$ cat src/common/bmxc_pkg.sv
/*
  Bus matrix configuration package: register offsets, field positions,
  reset values, mode and state types, carrier structs.
  Assumes a 32-bit plain register port and a single 200 MHz clock.
*/
`default_nettype none
package bmxc_pkg;
  localparam int unsigned ADDR_W = 4;
  localparam logic [3:0] OFF_CFG    = 4'h0;
  localparam logic [3:0] OFF_STAT   = 4'h4;
  localparam logic [3:0] OFF_MASK   = 4'h8;
  localparam logic [3:0] OFF_ACTIVE = 4'hc;

  localparam int unsigned POS_ERR_SHARED = 20;
  localparam int unsigned POS_ERR_DEBUG  = 19;
  localparam int unsigned POS_ERR_DMA    = 18;
  localparam int unsigned POS_ERR_CDATA  = 17;
  localparam int unsigned POS_ERR_CINSTR = 16;
  localparam int unsigned POS_WAIT       = 6;
  localparam int unsigned POS_ARB_LO     = 0;

  localparam logic [31:0] CFG_RST      = 32'h001f_0041;
  localparam logic [31:0] CFG_WR_MASK  = 32'h001f_0047;
  localparam logic [4:0]  IRQ_MASK_RST = 5'h00;
  localparam logic [1:0]  WAIT_CYCLES  = 2'h1;

  // Initiator index order, also status and mask bit order
  localparam int unsigned N_INIT    = 5;
  localparam int unsigned IDX_CINSTR = 0;
  localparam int unsigned IDX_CDATA  = 1;
  localparam int unsigned IDX_DMA    = 2;
  localparam int unsigned IDX_DEBUG  = 3;
  localparam int unsigned IDX_SHARED = 4;

  typedef enum logic [2:0] {
    BMXC_ARB_MODE0 = 3'h0,
    BMXC_ARB_MODE1 = 3'h1,
    BMXC_ARB_MODE2 = 3'h2
  } bmxc_arb_t;

  typedef enum logic [1:0] {
    BMXC_IDLE  = 2'h0,
    BMXC_SETUP = 2'h1,
    BMXC_XFER  = 2'h3
  } bmxc_xfer_st_t;

  typedef struct packed {
    logic       err_en_shared_bus;
    logic       err_en_debug_unit;
    logic       err_en_dma_initiator;
    logic       err_en_cpu_data;
    logic       err_en_cpu_instruction;
    logic       data_ram_wait_state;
    logic [2:0] arbitration_mode_select;
  } bmxc_cfg_t;

  typedef struct packed {
    logic [ADDR_W-1:0] addr;
    logic [31:0]       wdata;
    logic              wr;
    logic              rd;
  } bmxc_req_t;
endpackage : bmxc_pkg
`default_nettype wire

$ cat src/hw/bmxc_err_gate.sv
/*
  Bus error gate: per-initiator unmapped access qualification.
  Assumes unmapped strobes are one-cycle pulses from the address decoder.
*/
`default_nettype none
module bmxc_err_gate #(
  parameter int unsigned N = 5
) (
  input  wire logic [N-1:0] unmapped,
  input  wire logic [N-1:0] enable,
  input  wire logic         debug_mode,
  output logic      [N-1:0] bus_error
);
  // Index decode below assumes the package's initiator order
  if (N != bmxc_pkg::N_INIT) begin : g_bad_n
    $error("bmxc_err_gate: N must match the initiator count");
  end

  genvar g;
  generate
    for (g = 0; g < N; g++) begin : g_init
      // CPU fetch and data are silenced while debugging
      if (g == bmxc_pkg::IDX_CINSTR || g == bmxc_pkg::IDX_CDATA) begin : g_cpu
        assign bus_error[g] = unmapped[g] & enable[g] & ~debug_mode;
      end else begin : g_other
        assign bus_error[g] = unmapped[g] & enable[g];
      end
    end
  endgenerate
endmodule : bmxc_err_gate
`default_nettype wire

$ cat src/hw/bmxc_wait_ctl.sv
/*
  Data RAM wait-state sequencer for CPU accesses.
  Assumes a request is held until its grant; setting captured at start.
*/
`default_nettype none
module bmxc_wait_ctl (
  input  wire logic clk_sys,
  input  wire logic reset,
  input  wire logic req,
  input  wire logic wait_en,
  output logic      grant,
  output logic      busy
);
  typedef struct packed {
    bmxc_pkg::bmxc_xfer_st_t st;
  } bmxc_wst_t;

  bmxc_wst_t s_q;
  bmxc_wst_t s_d;

  always_comb begin
    s_d = s_q;
    grant = 1'b0;
    case (s_q.st)
      bmxc_pkg::BMXC_IDLE: begin
        if (req) begin
          if (wait_en) begin
            s_d.st = bmxc_pkg::BMXC_SETUP;
          end else begin
            grant = 1'b1;
          end
        end
      end
      bmxc_pkg::BMXC_SETUP: begin
        // Setting sampled at start, so a late write cannot stretch this one
        s_d.st = bmxc_pkg::BMXC_XFER;
      end
      bmxc_pkg::BMXC_XFER: begin
        grant = 1'b1;
        s_d.st = bmxc_pkg::BMXC_IDLE;
      end
      default: s_d.st = bmxc_pkg::BMXC_IDLE;
    endcase
  end

  assign busy = (s_q.st != bmxc_pkg::BMXC_IDLE);

  always_ff @(posedge clk_sys) begin
    if (reset) begin
      s_q.st <= bmxc_pkg::BMXC_IDLE;
    end else begin
      s_q <= s_d;
    end
  end

  AST_WAIT_ONE: assert property (@(posedge clk_sys) disable iff (reset)
    (s_q.st == bmxc_pkg::BMXC_IDLE && req && wait_en)
      |=> !grant ##1 grant)
    else $error("wait state not exactly one cycle");
  AST_NO_WAIT: assert property (@(posedge clk_sys) disable iff (reset)
    (s_q.st == bmxc_pkg::BMXC_IDLE && req && !wait_en) |-> grant)
    else $error("zero wait access not granted at once");
endmodule : bmxc_wait_ctl
`default_nettype wire

$ cat src/hw/bmxc_top.sv
/*
  Bus matrix configuration: one config register, error gating per
  initiator, data RAM wait state, arbitration mode, error interrupt.
  Assumes a plain register port with read data one cycle after strobe,
  and initiator strobes synchronous to clk_sys.
*/
// Implementation choices: the placing of the registers and the address-and-strobe port.
`default_nettype none
module bmxc_top (
  input  wire logic                              clk_sys,
  input  wire logic                              reset,
  input  wire logic [bmxc_pkg::ADDR_W-1:0]       reg_addr,
  input  wire logic [31:0]                       reg_wdata,
  input  wire logic                              reg_wr,
  input  wire logic                              reg_rd,
  output logic      [31:0]                       reg_rdata,
  input  wire logic [bmxc_pkg::N_INIT-1:0]       unmapped_access,
  input  wire logic                              cpu_debug_mode,
  input  wire logic                              cpu_ram_req,
  output logic                                   cpu_ram_grant,
  input  wire logic                              xfer_start,
  output logic      [bmxc_pkg::N_INIT-1:0]       bus_error,
  output logic      [2:0]                        arb_mode,
  output logic                                   irq
);
  bmxc_pkg::bmxc_req_t req;
  assign req = '{addr: reg_addr, wdata: reg_wdata, wr: reg_wr, rd: reg_rd};

  typedef struct packed {
    logic [31:0]                 cfg;
    logic [2:0]                  arb_live;
    logic                        wait_live;
    logic [bmxc_pkg::N_INIT-1:0] stat;
    logic [bmxc_pkg::N_INIT-1:0] mask;
    logic [31:0]                 rdata;
  } bmxc_state_t;

  bmxc_state_t s_q;
  bmxc_state_t s_d;
  bmxc_pkg::bmxc_cfg_t cfg_view;
  logic [bmxc_pkg::N_INIT-1:0] err_en;
  logic                        wait_busy;

  assign cfg_view = '{
    err_en_shared_bus:       s_q.cfg[bmxc_pkg::POS_ERR_SHARED],
    err_en_debug_unit:       s_q.cfg[bmxc_pkg::POS_ERR_DEBUG],
    err_en_dma_initiator:    s_q.cfg[bmxc_pkg::POS_ERR_DMA],
    err_en_cpu_data:         s_q.cfg[bmxc_pkg::POS_ERR_CDATA],
    err_en_cpu_instruction:  s_q.cfg[bmxc_pkg::POS_ERR_CINSTR],
    data_ram_wait_state:     s_q.cfg[bmxc_pkg::POS_WAIT],
    arbitration_mode_select: s_q.cfg[bmxc_pkg::POS_ARB_LO +: 3]
  };

  assign err_en = {cfg_view.err_en_shared_bus,
                   cfg_view.err_en_debug_unit,
                   cfg_view.err_en_dma_initiator,
                   cfg_view.err_en_cpu_data,
                   cfg_view.err_en_cpu_instruction};

  bmxc_err_gate #(
    .N (bmxc_pkg::N_INIT)
  ) u_gate (
    .unmapped   (unmapped_access),
    .enable     (err_en),
    .debug_mode (cpu_debug_mode),
    .bus_error  (bus_error)
  );

  bmxc_wait_ctl u_wait (
    .clk_sys (clk_sys),
    .reset   (reset),
    .req     (cpu_ram_req),
    .wait_en (s_q.wait_live),
    .grant   (cpu_ram_grant),
    .busy    (wait_busy)
  );

  always_comb begin
    s_d = s_q;
    s_d.rdata = 32'h0000_0000;
    if (req.wr) begin
      case (req.addr)
        bmxc_pkg::OFF_CFG: begin
          // Reserved modes are software's duty; stored as written
          s_d.cfg = req.wdata & bmxc_pkg::CFG_WR_MASK;
        end
        bmxc_pkg::OFF_MASK: s_d.mask = req.wdata[bmxc_pkg::N_INIT-1:0];
        default: s_d.cfg = s_q.cfg;
      endcase
    end
    // Settings move to the live copy only between transfers
    if (xfer_start && !wait_busy) begin
      s_d.arb_live  = cfg_view.arbitration_mode_select;
      s_d.wait_live = cfg_view.data_ram_wait_state;
    end
    if (req.rd) begin
      case (req.addr)
        bmxc_pkg::OFF_CFG:  s_d.rdata = s_q.cfg & bmxc_pkg::CFG_WR_MASK;
        bmxc_pkg::OFF_STAT: s_d.rdata = {27'h0, s_q.stat};
        bmxc_pkg::OFF_MASK: s_d.rdata = {27'h0, s_q.mask};
        bmxc_pkg::OFF_ACTIVE: s_d.rdata = {28'h0, s_q.wait_live,
                                           s_q.arb_live};
        default: s_d.rdata = 32'h0000_0000;
      endcase
      if (req.addr == bmxc_pkg::OFF_STAT) begin
        s_d.stat = '0;
      end
    end
    // Set wins over the read-clear
    s_d.stat = s_d.stat | bus_error;
  end

  always_ff @(posedge clk_sys) begin
    if (reset) begin
      s_q.cfg       <= bmxc_pkg::CFG_RST;
      s_q.arb_live  <= bmxc_pkg::CFG_RST[2:0];
      s_q.wait_live <= bmxc_pkg::CFG_RST[bmxc_pkg::POS_WAIT];
      s_q.stat      <= '0;
      s_q.mask      <= bmxc_pkg::IRQ_MASK_RST;
      s_q.rdata     <= 32'h0000_0000;
    end else begin
      s_q <= s_d;
    end
  end

  assign reg_rdata = s_q.rdata;
  assign arb_mode  = s_q.arb_live;
  assign irq       = |(s_q.stat & s_q.mask);

  // Per-initiator gating against the stored enable bits
  AST_SHARED_ERR: assert property (
    @(posedge clk_sys) disable iff (reset)
    unmapped_access[bmxc_pkg::IDX_SHARED] |->
      bus_error[bmxc_pkg::IDX_SHARED] ==
      s_q.cfg[bmxc_pkg::POS_ERR_SHARED])
    else $error("shared bus error gating wrong");

  AST_DEBUG_ERR: assert property (
    @(posedge clk_sys) disable iff (reset)
    unmapped_access[bmxc_pkg::IDX_DEBUG] |->
      bus_error[bmxc_pkg::IDX_DEBUG] ==
      s_q.cfg[bmxc_pkg::POS_ERR_DEBUG])
    else $error("debug unit error gating wrong");

  AST_DMA_ERR: assert property (
    @(posedge clk_sys) disable iff (reset)
    unmapped_access[bmxc_pkg::IDX_DMA] |->
      bus_error[bmxc_pkg::IDX_DMA] ==
      s_q.cfg[bmxc_pkg::POS_ERR_DMA])
    else $error("dma error gating wrong");

  AST_CDATA_ERR: assert property (
    @(posedge clk_sys) disable iff (reset)
    (unmapped_access[bmxc_pkg::IDX_CDATA] && !cpu_debug_mode) |->
      bus_error[bmxc_pkg::IDX_CDATA] ==
      s_q.cfg[bmxc_pkg::POS_ERR_CDATA])
    else $error("cpu data error gating wrong");

  AST_CINSTR_ERR: assert property (
    @(posedge clk_sys) disable iff (reset)
    (unmapped_access[bmxc_pkg::IDX_CINSTR] && !cpu_debug_mode) |->
      bus_error[bmxc_pkg::IDX_CINSTR] ==
      s_q.cfg[bmxc_pkg::POS_ERR_CINSTR])
    else $error("cpu fetch error gating wrong");

  AST_DEBUG_QUIET: assert property (
    @(posedge clk_sys) disable iff (reset)
    cpu_debug_mode |-> bus_error[1:0] == 2'h0)
    else $error("cpu error raised in debug mode");

  // Debug mode must not reach the non-CPU initiators
  AST_DEBUG_OTHERS: assert property (
    @(posedge clk_sys) disable iff (reset)
    cpu_debug_mode |->
      bus_error[4:2] == (unmapped_access[4:2] &
                         s_q.cfg[bmxc_pkg::POS_ERR_SHARED -: 3]))
    else $error("debug mode touched other initiators");

  AST_ERR_NEEDS_ACCESS: assert property (
    @(posedge clk_sys) disable iff (reset)
    (bus_error & ~unmapped_access) == 5'h00)
    else $error("bus error without unmapped access");

  // Sticky status, read-clear and interrupt level
  AST_STAT_SET: assert property (
    @(posedge clk_sys) disable iff (reset)
    bus_error != 5'h00 |=>
      (s_q.stat & $past(bus_error)) == $past(bus_error))
    else $error("status bit not set by bus error");

  AST_STAT_STICKY: assert property (
    @(posedge clk_sys) disable iff (reset)
    !(reg_rd && reg_addr == bmxc_pkg::OFF_STAT) |=>
      (s_q.stat & $past(s_q.stat)) == $past(s_q.stat))
    else $error("status bit lost without a read");

  // Set wins: an error in the read cycle survives the clear
  AST_STAT_CLEAR: assert property (
    @(posedge clk_sys) disable iff (reset)
    (reg_rd && reg_addr == bmxc_pkg::OFF_STAT) |=>
      s_q.stat == $past(bus_error))
    else $error("status read did not clear or lost a new error");

  AST_STAT_READ: assert property (
    @(posedge clk_sys) disable iff (reset)
    (reg_rd && reg_addr == bmxc_pkg::OFF_STAT) |=>
      reg_rdata == {27'h0, $past(s_q.stat)})
    else $error("status read data wrong");

  AST_IRQ_SET: assert property (
    @(posedge clk_sys) disable iff (reset)
    ((bus_error & s_q.mask) != 5'h00 &&
     !(reg_wr && reg_addr == bmxc_pkg::OFF_MASK)) |=> irq)
    else $error("unmasked bus error raised no interrupt");

  AST_IRQ_CLEAR: assert property (
    @(posedge clk_sys) disable iff (reset)
    (reg_rd && reg_addr == bmxc_pkg::OFF_STAT &&
     bus_error == 5'h00) |=> !irq)
    else $error("interrupt stayed high after status read");

  AST_MASK_WRITE: assert property (
    @(posedge clk_sys) disable iff (reset)
    (reg_wr && reg_addr == bmxc_pkg::OFF_MASK) |=>
      s_q.mask == $past(reg_wdata[bmxc_pkg::N_INIT-1:0]))
    else $error("mask write not stored");

  AST_MASK_KEEP: assert property (
    @(posedge clk_sys) disable iff (reset)
    !(reg_wr && reg_addr == bmxc_pkg::OFF_MASK) |=> $stable(s_q.mask))
    else $error("mask changed without a mask write");

  AST_MASK_READ: assert property (
    @(posedge clk_sys) disable iff (reset)
    (reg_rd && reg_addr == bmxc_pkg::OFF_MASK) |=>
      reg_rdata == {27'h0, $past(s_q.mask)})
    else $error("mask read data wrong");

  // Configuration register and read port
  AST_CFG_WRITE: assert property (
    @(posedge clk_sys) disable iff (reset)
    (reg_wr && reg_addr == bmxc_pkg::OFF_CFG) |=>
      s_q.cfg == ($past(reg_wdata) & bmxc_pkg::CFG_WR_MASK))
    else $error("config write not stored as masked");

  AST_CFG_KEEP: assert property (
    @(posedge clk_sys) disable iff (reset)
    !(reg_wr && reg_addr == bmxc_pkg::OFF_CFG) |=> $stable(s_q.cfg))
    else $error("config changed without a config write");

  AST_CFG_CLEAN: assert property (
    @(posedge clk_sys) disable iff (reset)
    (s_q.cfg & ~bmxc_pkg::CFG_WR_MASK) == 32'h0000_0000)
    else $error("unimplemented config bit stored");

  AST_RSVD_ZERO: assert property (
    @(posedge clk_sys) disable iff (reset)
    ($past(req.rd) && $past(req.addr) == bmxc_pkg::OFF_CFG) |->
      (reg_rdata & ~bmxc_pkg::CFG_WR_MASK) == 32'h0000_0000)
    else $error("unimplemented bits read nonzero");

  AST_CFG_READ: assert property (
    @(posedge clk_sys) disable iff (reset)
    (reg_rd && reg_addr == bmxc_pkg::OFF_CFG) |=>
      reg_rdata == $past(s_q.cfg))
    else $error("config read data wrong");

  AST_RDATA_IDLE: assert property (
    @(posedge clk_sys) disable iff (reset)
    !reg_rd |=> reg_rdata == 32'h0000_0000)
    else $error("read data not zero outside a read");

  AST_UNMAPPED_READ: assert property (
    @(posedge clk_sys) disable iff (reset)
    (reg_rd && reg_addr != bmxc_pkg::OFF_CFG &&
     reg_addr != bmxc_pkg::OFF_STAT &&
     reg_addr != bmxc_pkg::OFF_MASK &&
     reg_addr != bmxc_pkg::OFF_ACTIVE) |=> reg_rdata == 32'h0000_0000)
    else $error("unmapped offset read nonzero");

  // Live copies move only at a transfer start while idle
  AST_ARB_HOLD: assert property (
    @(posedge clk_sys) disable iff (reset)
    !$past(xfer_start) |-> $stable(arb_mode))
    else $error("arbitration mode changed mid transfer");

  AST_ARB_TAKE: assert property (
    @(posedge clk_sys) disable iff (reset)
    (xfer_start && !wait_busy) |=>
      arb_mode == $past(s_q.cfg[2:0]))
    else $error("arbitration mode not taken at transfer start");

  AST_WAIT_TAKE: assert property (
    @(posedge clk_sys) disable iff (reset)
    (xfer_start && !wait_busy) |=>
      s_q.wait_live == $past(s_q.cfg[bmxc_pkg::POS_WAIT]))
    else $error("wait bit not taken at transfer start");

  AST_WAIT_HOLD: assert property (
    @(posedge clk_sys) disable iff (reset)
    !$past(xfer_start) |-> $stable(s_q.wait_live))
    else $error("wait bit changed outside a transfer start");

  AST_BUSY_ARB: assert property (
    @(posedge clk_sys) disable iff (reset)
    wait_busy |=> $stable(arb_mode))
    else $error("arbitration mode changed during an access");

  AST_BUSY_WAIT: assert property (
    @(posedge clk_sys) disable iff (reset)
    wait_busy |=> $stable(s_q.wait_live))
    else $error("wait bit changed during an access");

  AST_ACTIVE_READ: assert property (
    @(posedge clk_sys) disable iff (reset)
    (reg_rd && reg_addr == bmxc_pkg::OFF_ACTIVE) |=>
      reg_rdata == {28'h0, $past(s_q.wait_live), $past(arb_mode)})
    else $error("active settings read data wrong");

  // Wait length seen from the top, with the live bit frozen
  AST_WAIT_GATE: assert property (
    @(posedge clk_sys) disable iff (reset)
    (cpu_ram_req && !wait_busy && s_q.wait_live) |-> !cpu_ram_grant)
    else $error("grant given without the setup cycle");

  AST_WAIT_LEN: assert property (
    @(posedge clk_sys) disable iff (reset)
    (cpu_ram_req && !wait_busy && s_q.wait_live) |=>
      (wait_busy && !cpu_ram_grant) ##1 cpu_ram_grant)
    else $error("waited access not granted after one setup cycle");
endmodule : bmxc_top
`default_nettype wire

$ cat config.mk
export PLATFORM = sky130hd
export DESIGN_NAME = bmxc_top
export DESIGN_NICKNAME = d
export VERILOG_FILES = /design/src/common/bmxc_pkg.sv /design/src/hw/bmxc_err_gate.sv /design/src/hw/bmxc_wait_ctl.sv /design/src/hw/bmxc_top.sv
export SDC_FILE = /design/constraint.sdc
export NUM_CORES = 1
export LEC_CHECK = 0
export BUFFER_PORTS_ARGS = -buffer_cell sky130_fd_sc_hd__buf_2
export CAP_MARGIN = 20
export CORE_MARGIN = 4
export CORE_UTILIZATION = 49
export CTS_CLUSTER_DIAMETER = 30
export DETAILED_ROUTE_END_ITERATION = 16
export PLACE_DENSITY_LB_ADDON = 0.3
export SLEW_MARGIN = 20
export SYNTH_ARGS = -nofsm -noshare
export SYNTH_HDL_FRONTEND = slang
export SYNTH_SLANG_ARGS = --single-unit
$ cat constraint.sdc
create_clock -name clk_sys -period 2.4 [get_ports clk_sys]
set_clock_uncertainty 0.15 [all_clocks]
set_input_delay 0.48 -clock clk_sys [delete_from_list [all_inputs] [get_ports clk_sys]]
set_output_delay 0.48 -clock clk_sys [all_outputs]
set_load 0.03 [all_outputs]
# --- Yosys cells after proc, flatten, opt, wreduce, memory -nomap -nowiden ---
# Cells that the tools add are included.
op_classes:
  eq_ne: 7
  muxes: 9
  n_bitwise: 11
  n_reduce_logical: 10
op_table:
  columns: ["operator", "count"]
  rows:
  - ["one-hot mux 21 bit (4 select lines)", 1]
  - ["two-way mux 5 bit", 2]
  - ["equality test 4 bit, second input constant", 2]
  - ["bitwise AND 1 bit", 7]
  - ["AND reduction 2 bit", 3]
  - ["bitwise AND 5 bit", 1]
  - ["bitwise OR 5 bit", 1]
  - ["OR reduction 5 bit", 1]
  - ["equality test 4 x 3 -> 1 bit, second input constant", 1]
  - ["zero test 4 bit", 1]
  - ["two-way mux 2 bit", 2]
  - ["inequality test 2 bit, second input constant", 2]
  - ["one-hot mux 2 bit (2 select lines)", 1]
  - ["equality test 2 x 1 -> 1 bit, second input constant", 1]
  - ["equality test 2 bit, second input constant", 1]
  - ["zero test 2 bit", 1]
  - ["two-way mux 1 bit", 2]
  - ["inverter 1 bit", 2]
  - ["one-hot mux 1 bit (2 select lines)", 1]
  - ["nonzero test 2 bit", 1]
  - ["OR reduction 2 bit", 1]
  - ["logical AND 1 bit", 1]
  - ["zero test 1 bit", 1]
totals:
  regBits: 57
  in_bits: 48
  out_inout_bits: 42
  elab_cells: 44

# --- Logic depth before layout (Yosys ltp) ---
logic_depth:
  word_depth: 4
  mapped_depth: 6
  depth_no_buf: 5

# --- Modules after synthesis ---
# A second synthesis with hierarchy kept.
hier_totals:
  hier_cells: 209
  area_unflattened_um2: 1881.8
by_module_without_submodules:
  columns: ["module", "n_inst", "cells_each", "area_each_um2", "seq_area_each_um2"]
  rows:
  - ["bmxc_top", 1, 185, 1677.9, 680.7]
  - ["bmxc_wait_ctl", 1, 19, 167.7, 40.0]
  - ["bmxc_err_gate", 1, 5, 36.3, 0.0]

# --- Least setup slack after synthesis ---
# Ideal clock, no wire load.
synth_path:
  path_type: "register to output"
  startpoint: "reg u_wait.s_q[0] in the netlist's numbering"
  endpoint: "out cpu_ram_grant"
  arrival_time_ps: 1233
  t_required_ps: 1770
  path_slack_ps: 537
  path_stages_with_launch: 6
  path_buffers: 1
  path_cell_list: "dfxtp_1 inv_1 ha_1 clkbuf_1 a31oi_1 nor2_1"
synth_between:
  elab_chain_cells: 2
  elab_cells_between_ends: 3
  classes_between: "eq/ne (1); mux (1); reduce/logical (1)"
synth_rtl:
  columns: ["element", "line", "source"]
  rows:
  - ["start, declared", "bmxc_wait_ctl.sv:18", "bmxc_wst_t s_q;"]
  - ["equality test 2 bit or zero test 2 bit (tied branches)", "bmxc_wait_ctl.sv:24", "case (s_q.st)"]
  - ["one-hot mux 1 bit (2 select lines) *", "bmxc_wait_ctl.sv:24", null]
  - ["end, declared", "bmxc_top.sv:20", "output logic cpu_ram_grant,"]
# Mark *: on every way between the ends. The rest lies on a longest branch, timed or not.

# --- Final worst setup path ---
# Same ends and word-level chain as after synthesis.

==> results.py <==
metrics = {
    "hold_path": {
        "hold_start": "reg_wdata[19]",
        "min_to": "cfg_view[7]",
        "hold_path_depth": 3,
        "hold_path_class": "input pin to register",
    },
    "cells_and_area": {
        "layout.nets": 286,
        "areaGrowthSynthToFinish_pct": 7.60,
        "layout.cells.non_filler": 283,
        "antennaDiodeCount": 0,
        "post_route_cells_drive_above_1_share_pct": 24.3,
        "fill_cells": 360,
        "postLayoutCellArea_um2": 1980,
    },
    "detailed_routing": {
        "wl_per_cell_um": 12.2,
        "routed_wirelength_mm": 3.46,
        "drcViolationCount": 0,
        "dr.pass1.iters": 4,
        "via_count": 1351,
        "first_iter_violations": 86,
        "viasPerCell": 4.77,
        "ant_nets": 0,
    },
    "clocking": {
        "clkLatencyLatePin_ps": 280,
        "cts-buffers-inserted": 5,
        "path_clk_slew_ps": 70,
        "clk_root_buffer_cell": "clkbuf_8",
        "holdBufCountCts": 0,
        "cts_buffer_depth": 2,
        "tritoncts": "done",
        "clock-sinks": 36,
        "cts_resized": 0,
        "htree_levels": 2,
        "cts_setup_buffers": 0,
    },
    "worst_setup_path": {
        "reg2regPathDepth": 5,
        "cp-start-kind": "register",
        "critical_path_class": "register to output pin",
        "reg2reg_slack_ps": 870,
        "cp.required_ps": 1770,
        "r2r-end": "u_wait.s_q[1]",
        "endpoint_kind": "output pin",
        "cp_max_fo": 9,
        "arrival_ps": 1460,
        "worstReg2RegStart": "u_wait.s_q[0]",
    },
    "yosys": {
        "synth_top_family_by_area": "simple AND/OR/NAND/NOR gates",
        "yosysUniqueCellTypes": 31,
        "synth-main-ff-cell": "dfxtp_1",
        "synthTopCellsByArea": "dfxtp_1, buf_4, mux2i_1",
        "synth_mux_area_share_pct": 12.0,
        "ys_seq_area_share_pct": 39.1,
        "syn_area_um2": 1840,
        "synth-adder-area-share_pct": 2.04,
        "synth-simple-area-share_pct": 19.7,
        "synth_compound_area_share_pct": 8.42,
        "yosysWarnings": 0,
        "synth_top_area_share_pct": 39.1,
        "synth-xor-area-share_pct": 0,
        "synth_edf_count": 0,
        "synth-async-reset-ratio_pct": 0,
        "synth_area_leader_cell": "dfxtp_1",
        "synthCells": 205,
        "ys_seq_elements": 36,
        "syn_avg_cell_area_um2": 8.99,
    },
    "flow_run": {
        "cap_viol_max_count": 0,
    },
    "placement": {
        "routabilityCongestion": 0.723,
        "port_buffers": 47,
        "dp.cells": 276,
        "hpwl_mm": 2.63,
        "place_area_um2": 1900,
    },
    "global_route": {
        "busiest_layer": "met2",
        "grt_max_degree": 42,
        "track_usage_pct": 14.9,
        "first_global_vias": 1282,
        "use_met1_pct": 18.2,
        "grtUsageMet3_pct": 4.93,
        "grt-ovfl-total": 0,
        "use_met2_pct": 24.8,
        "antenna_found_initial": 0,
        "grt_pass1_wl_mm": 5.82,
    },
    "outcome": {
        "outcome": "completed",
    },
    "floorplan": {
        "rows": 22,
        "start_util_pct": 50.3,
        "die_w_um": 69.3,
        "core_um2": 3660,
        "fp.dieH_um": 69.3,
        "dieArea_um2": 4810,
        "ios": 90,
    },
    "sta": {
        "min_period_over_period_pct": 86.9,
        "fin_crit_ps": 2090,
        "tightest_slew_ps": 680,
        "fmax_mhz": 480,
        "rsz0062_at_grt": "false",
        "tns_ps": 0,
        "slew_viol_final": 0,
        "setup_viol": 0,
        "slew_headroom_pct": 54.7,
        "hold_viol": 0,
    },
    "power_and_ir_drop": {
        "power_mw": 1.31,
        "ir_worst_vdd_uv": 398,
        "p_leak_nw": 0.944,
        "power-per-cell-area_nw_per_um2": 660,
    },
}
## placed cells by master (no fill, tap or decap), drive strengths merged, types with 4 or more instances in the layout
master   n
buf     47
dfxtp   36
mux2i   21
conb    21
nor2    20
nand2b  13
and2     9
inv      8
a21oi    8
nand2    7
o21ai    5
clkbuf   5
and3     4
## where the power goes
group          internal, mW  switching, mW
clock network         0.196          0.206
logic                0.0889          0.168
registers             0.625         0.0246
## worst max-delay path by stage
stage | depth (start not counted) | to | slack, ps | start
final | 5 | cpu_ram_grant | 310 | u_wait.s_q[0]
after global routing | 5 | cpu_ram_grant | 210 | u_wait.s_q[0]
after CTS | 5 | cpu_ram_grant | 310 | u_wait.s_q[0]
after detailed placement | 4 | reg_rdata[6] | 550 | reg_addr[1]
after global placement | 4 | reg_rdata[6] | 540 | reg_addr[1]
after floorplan | 5 | cpu_ram_grant | 540 | u_wait.s_q[0]
## state kept, by name, summed over array words and instances, names as in the netlist
| register | cells |
|---|---|
| reg_rdata | 11 |
| s_q | 11 |
| cfg_view | 9 |
| arb_mode | 3 |
| u_wait.s_q | 2 |
## worst max-delay path: stages, from the launching register on
cell and delay (ps):
dfxtp_1 380, inv_1 60, ha_1 290, a31oi_1 220
nor2_1 50, buf_2 170
## cells in the mapped netlist (2+ instances only)
cell	number
nand2_1	7
a22oi_1	3
and2_1	9
nand3_1	3
nand2b_1	13
o22ai_1	3
o21ai_0	5
buf_4	36
buf_2	3
clkbuf_1	4
mux2i_1	21
a21oi_1	8
inv_1	8
nor2_1	20
dfxtp_1	36
nor3_1	2
ha_1	3
nand3b_1	2
and3_1	4
a211o_1	2
or3b_1	2
nor2b_1	2
## per-stage QoR
stage,hold slack (ps),worst slack (ps),utilization (%)
3_5_place_dp,319,553,51.9
2_1_floorplan,295,537,-
3_3_place_gp,320,536,51.9
6_report,304,315,54.2
4_1_cts,298,305,54.2
5_1_grt,313,211,54.2
## area by class of cell
type                    instances  area [µm²]  share of cell area, %
clock buffers                   5        68.8                   3.47
well taps                      48        60.1                   3.03
flip-flops and latches         36         721                   36.3
clock inverters                 2        12.5                  0.631
repair buffers                 47         235                   11.9
multi-input cells             137         856                   43.2
inverters                       8        30.0                   1.51
## metal layers
layer	vias up	part of all wire, %
li1	680	-
met2	55	46
met5	-	0
met4	0	1.2
met3	6	9.1
met1	610	44
## logic make-up after synthesis
kind of cell    count (synthesis)
buf+inv                        52
mux                            22
flops                          36
compound gates                 25
simple gates                   66
other cells                     1
fa+ha+maj                       3
(Power assumes the default switching activity.)
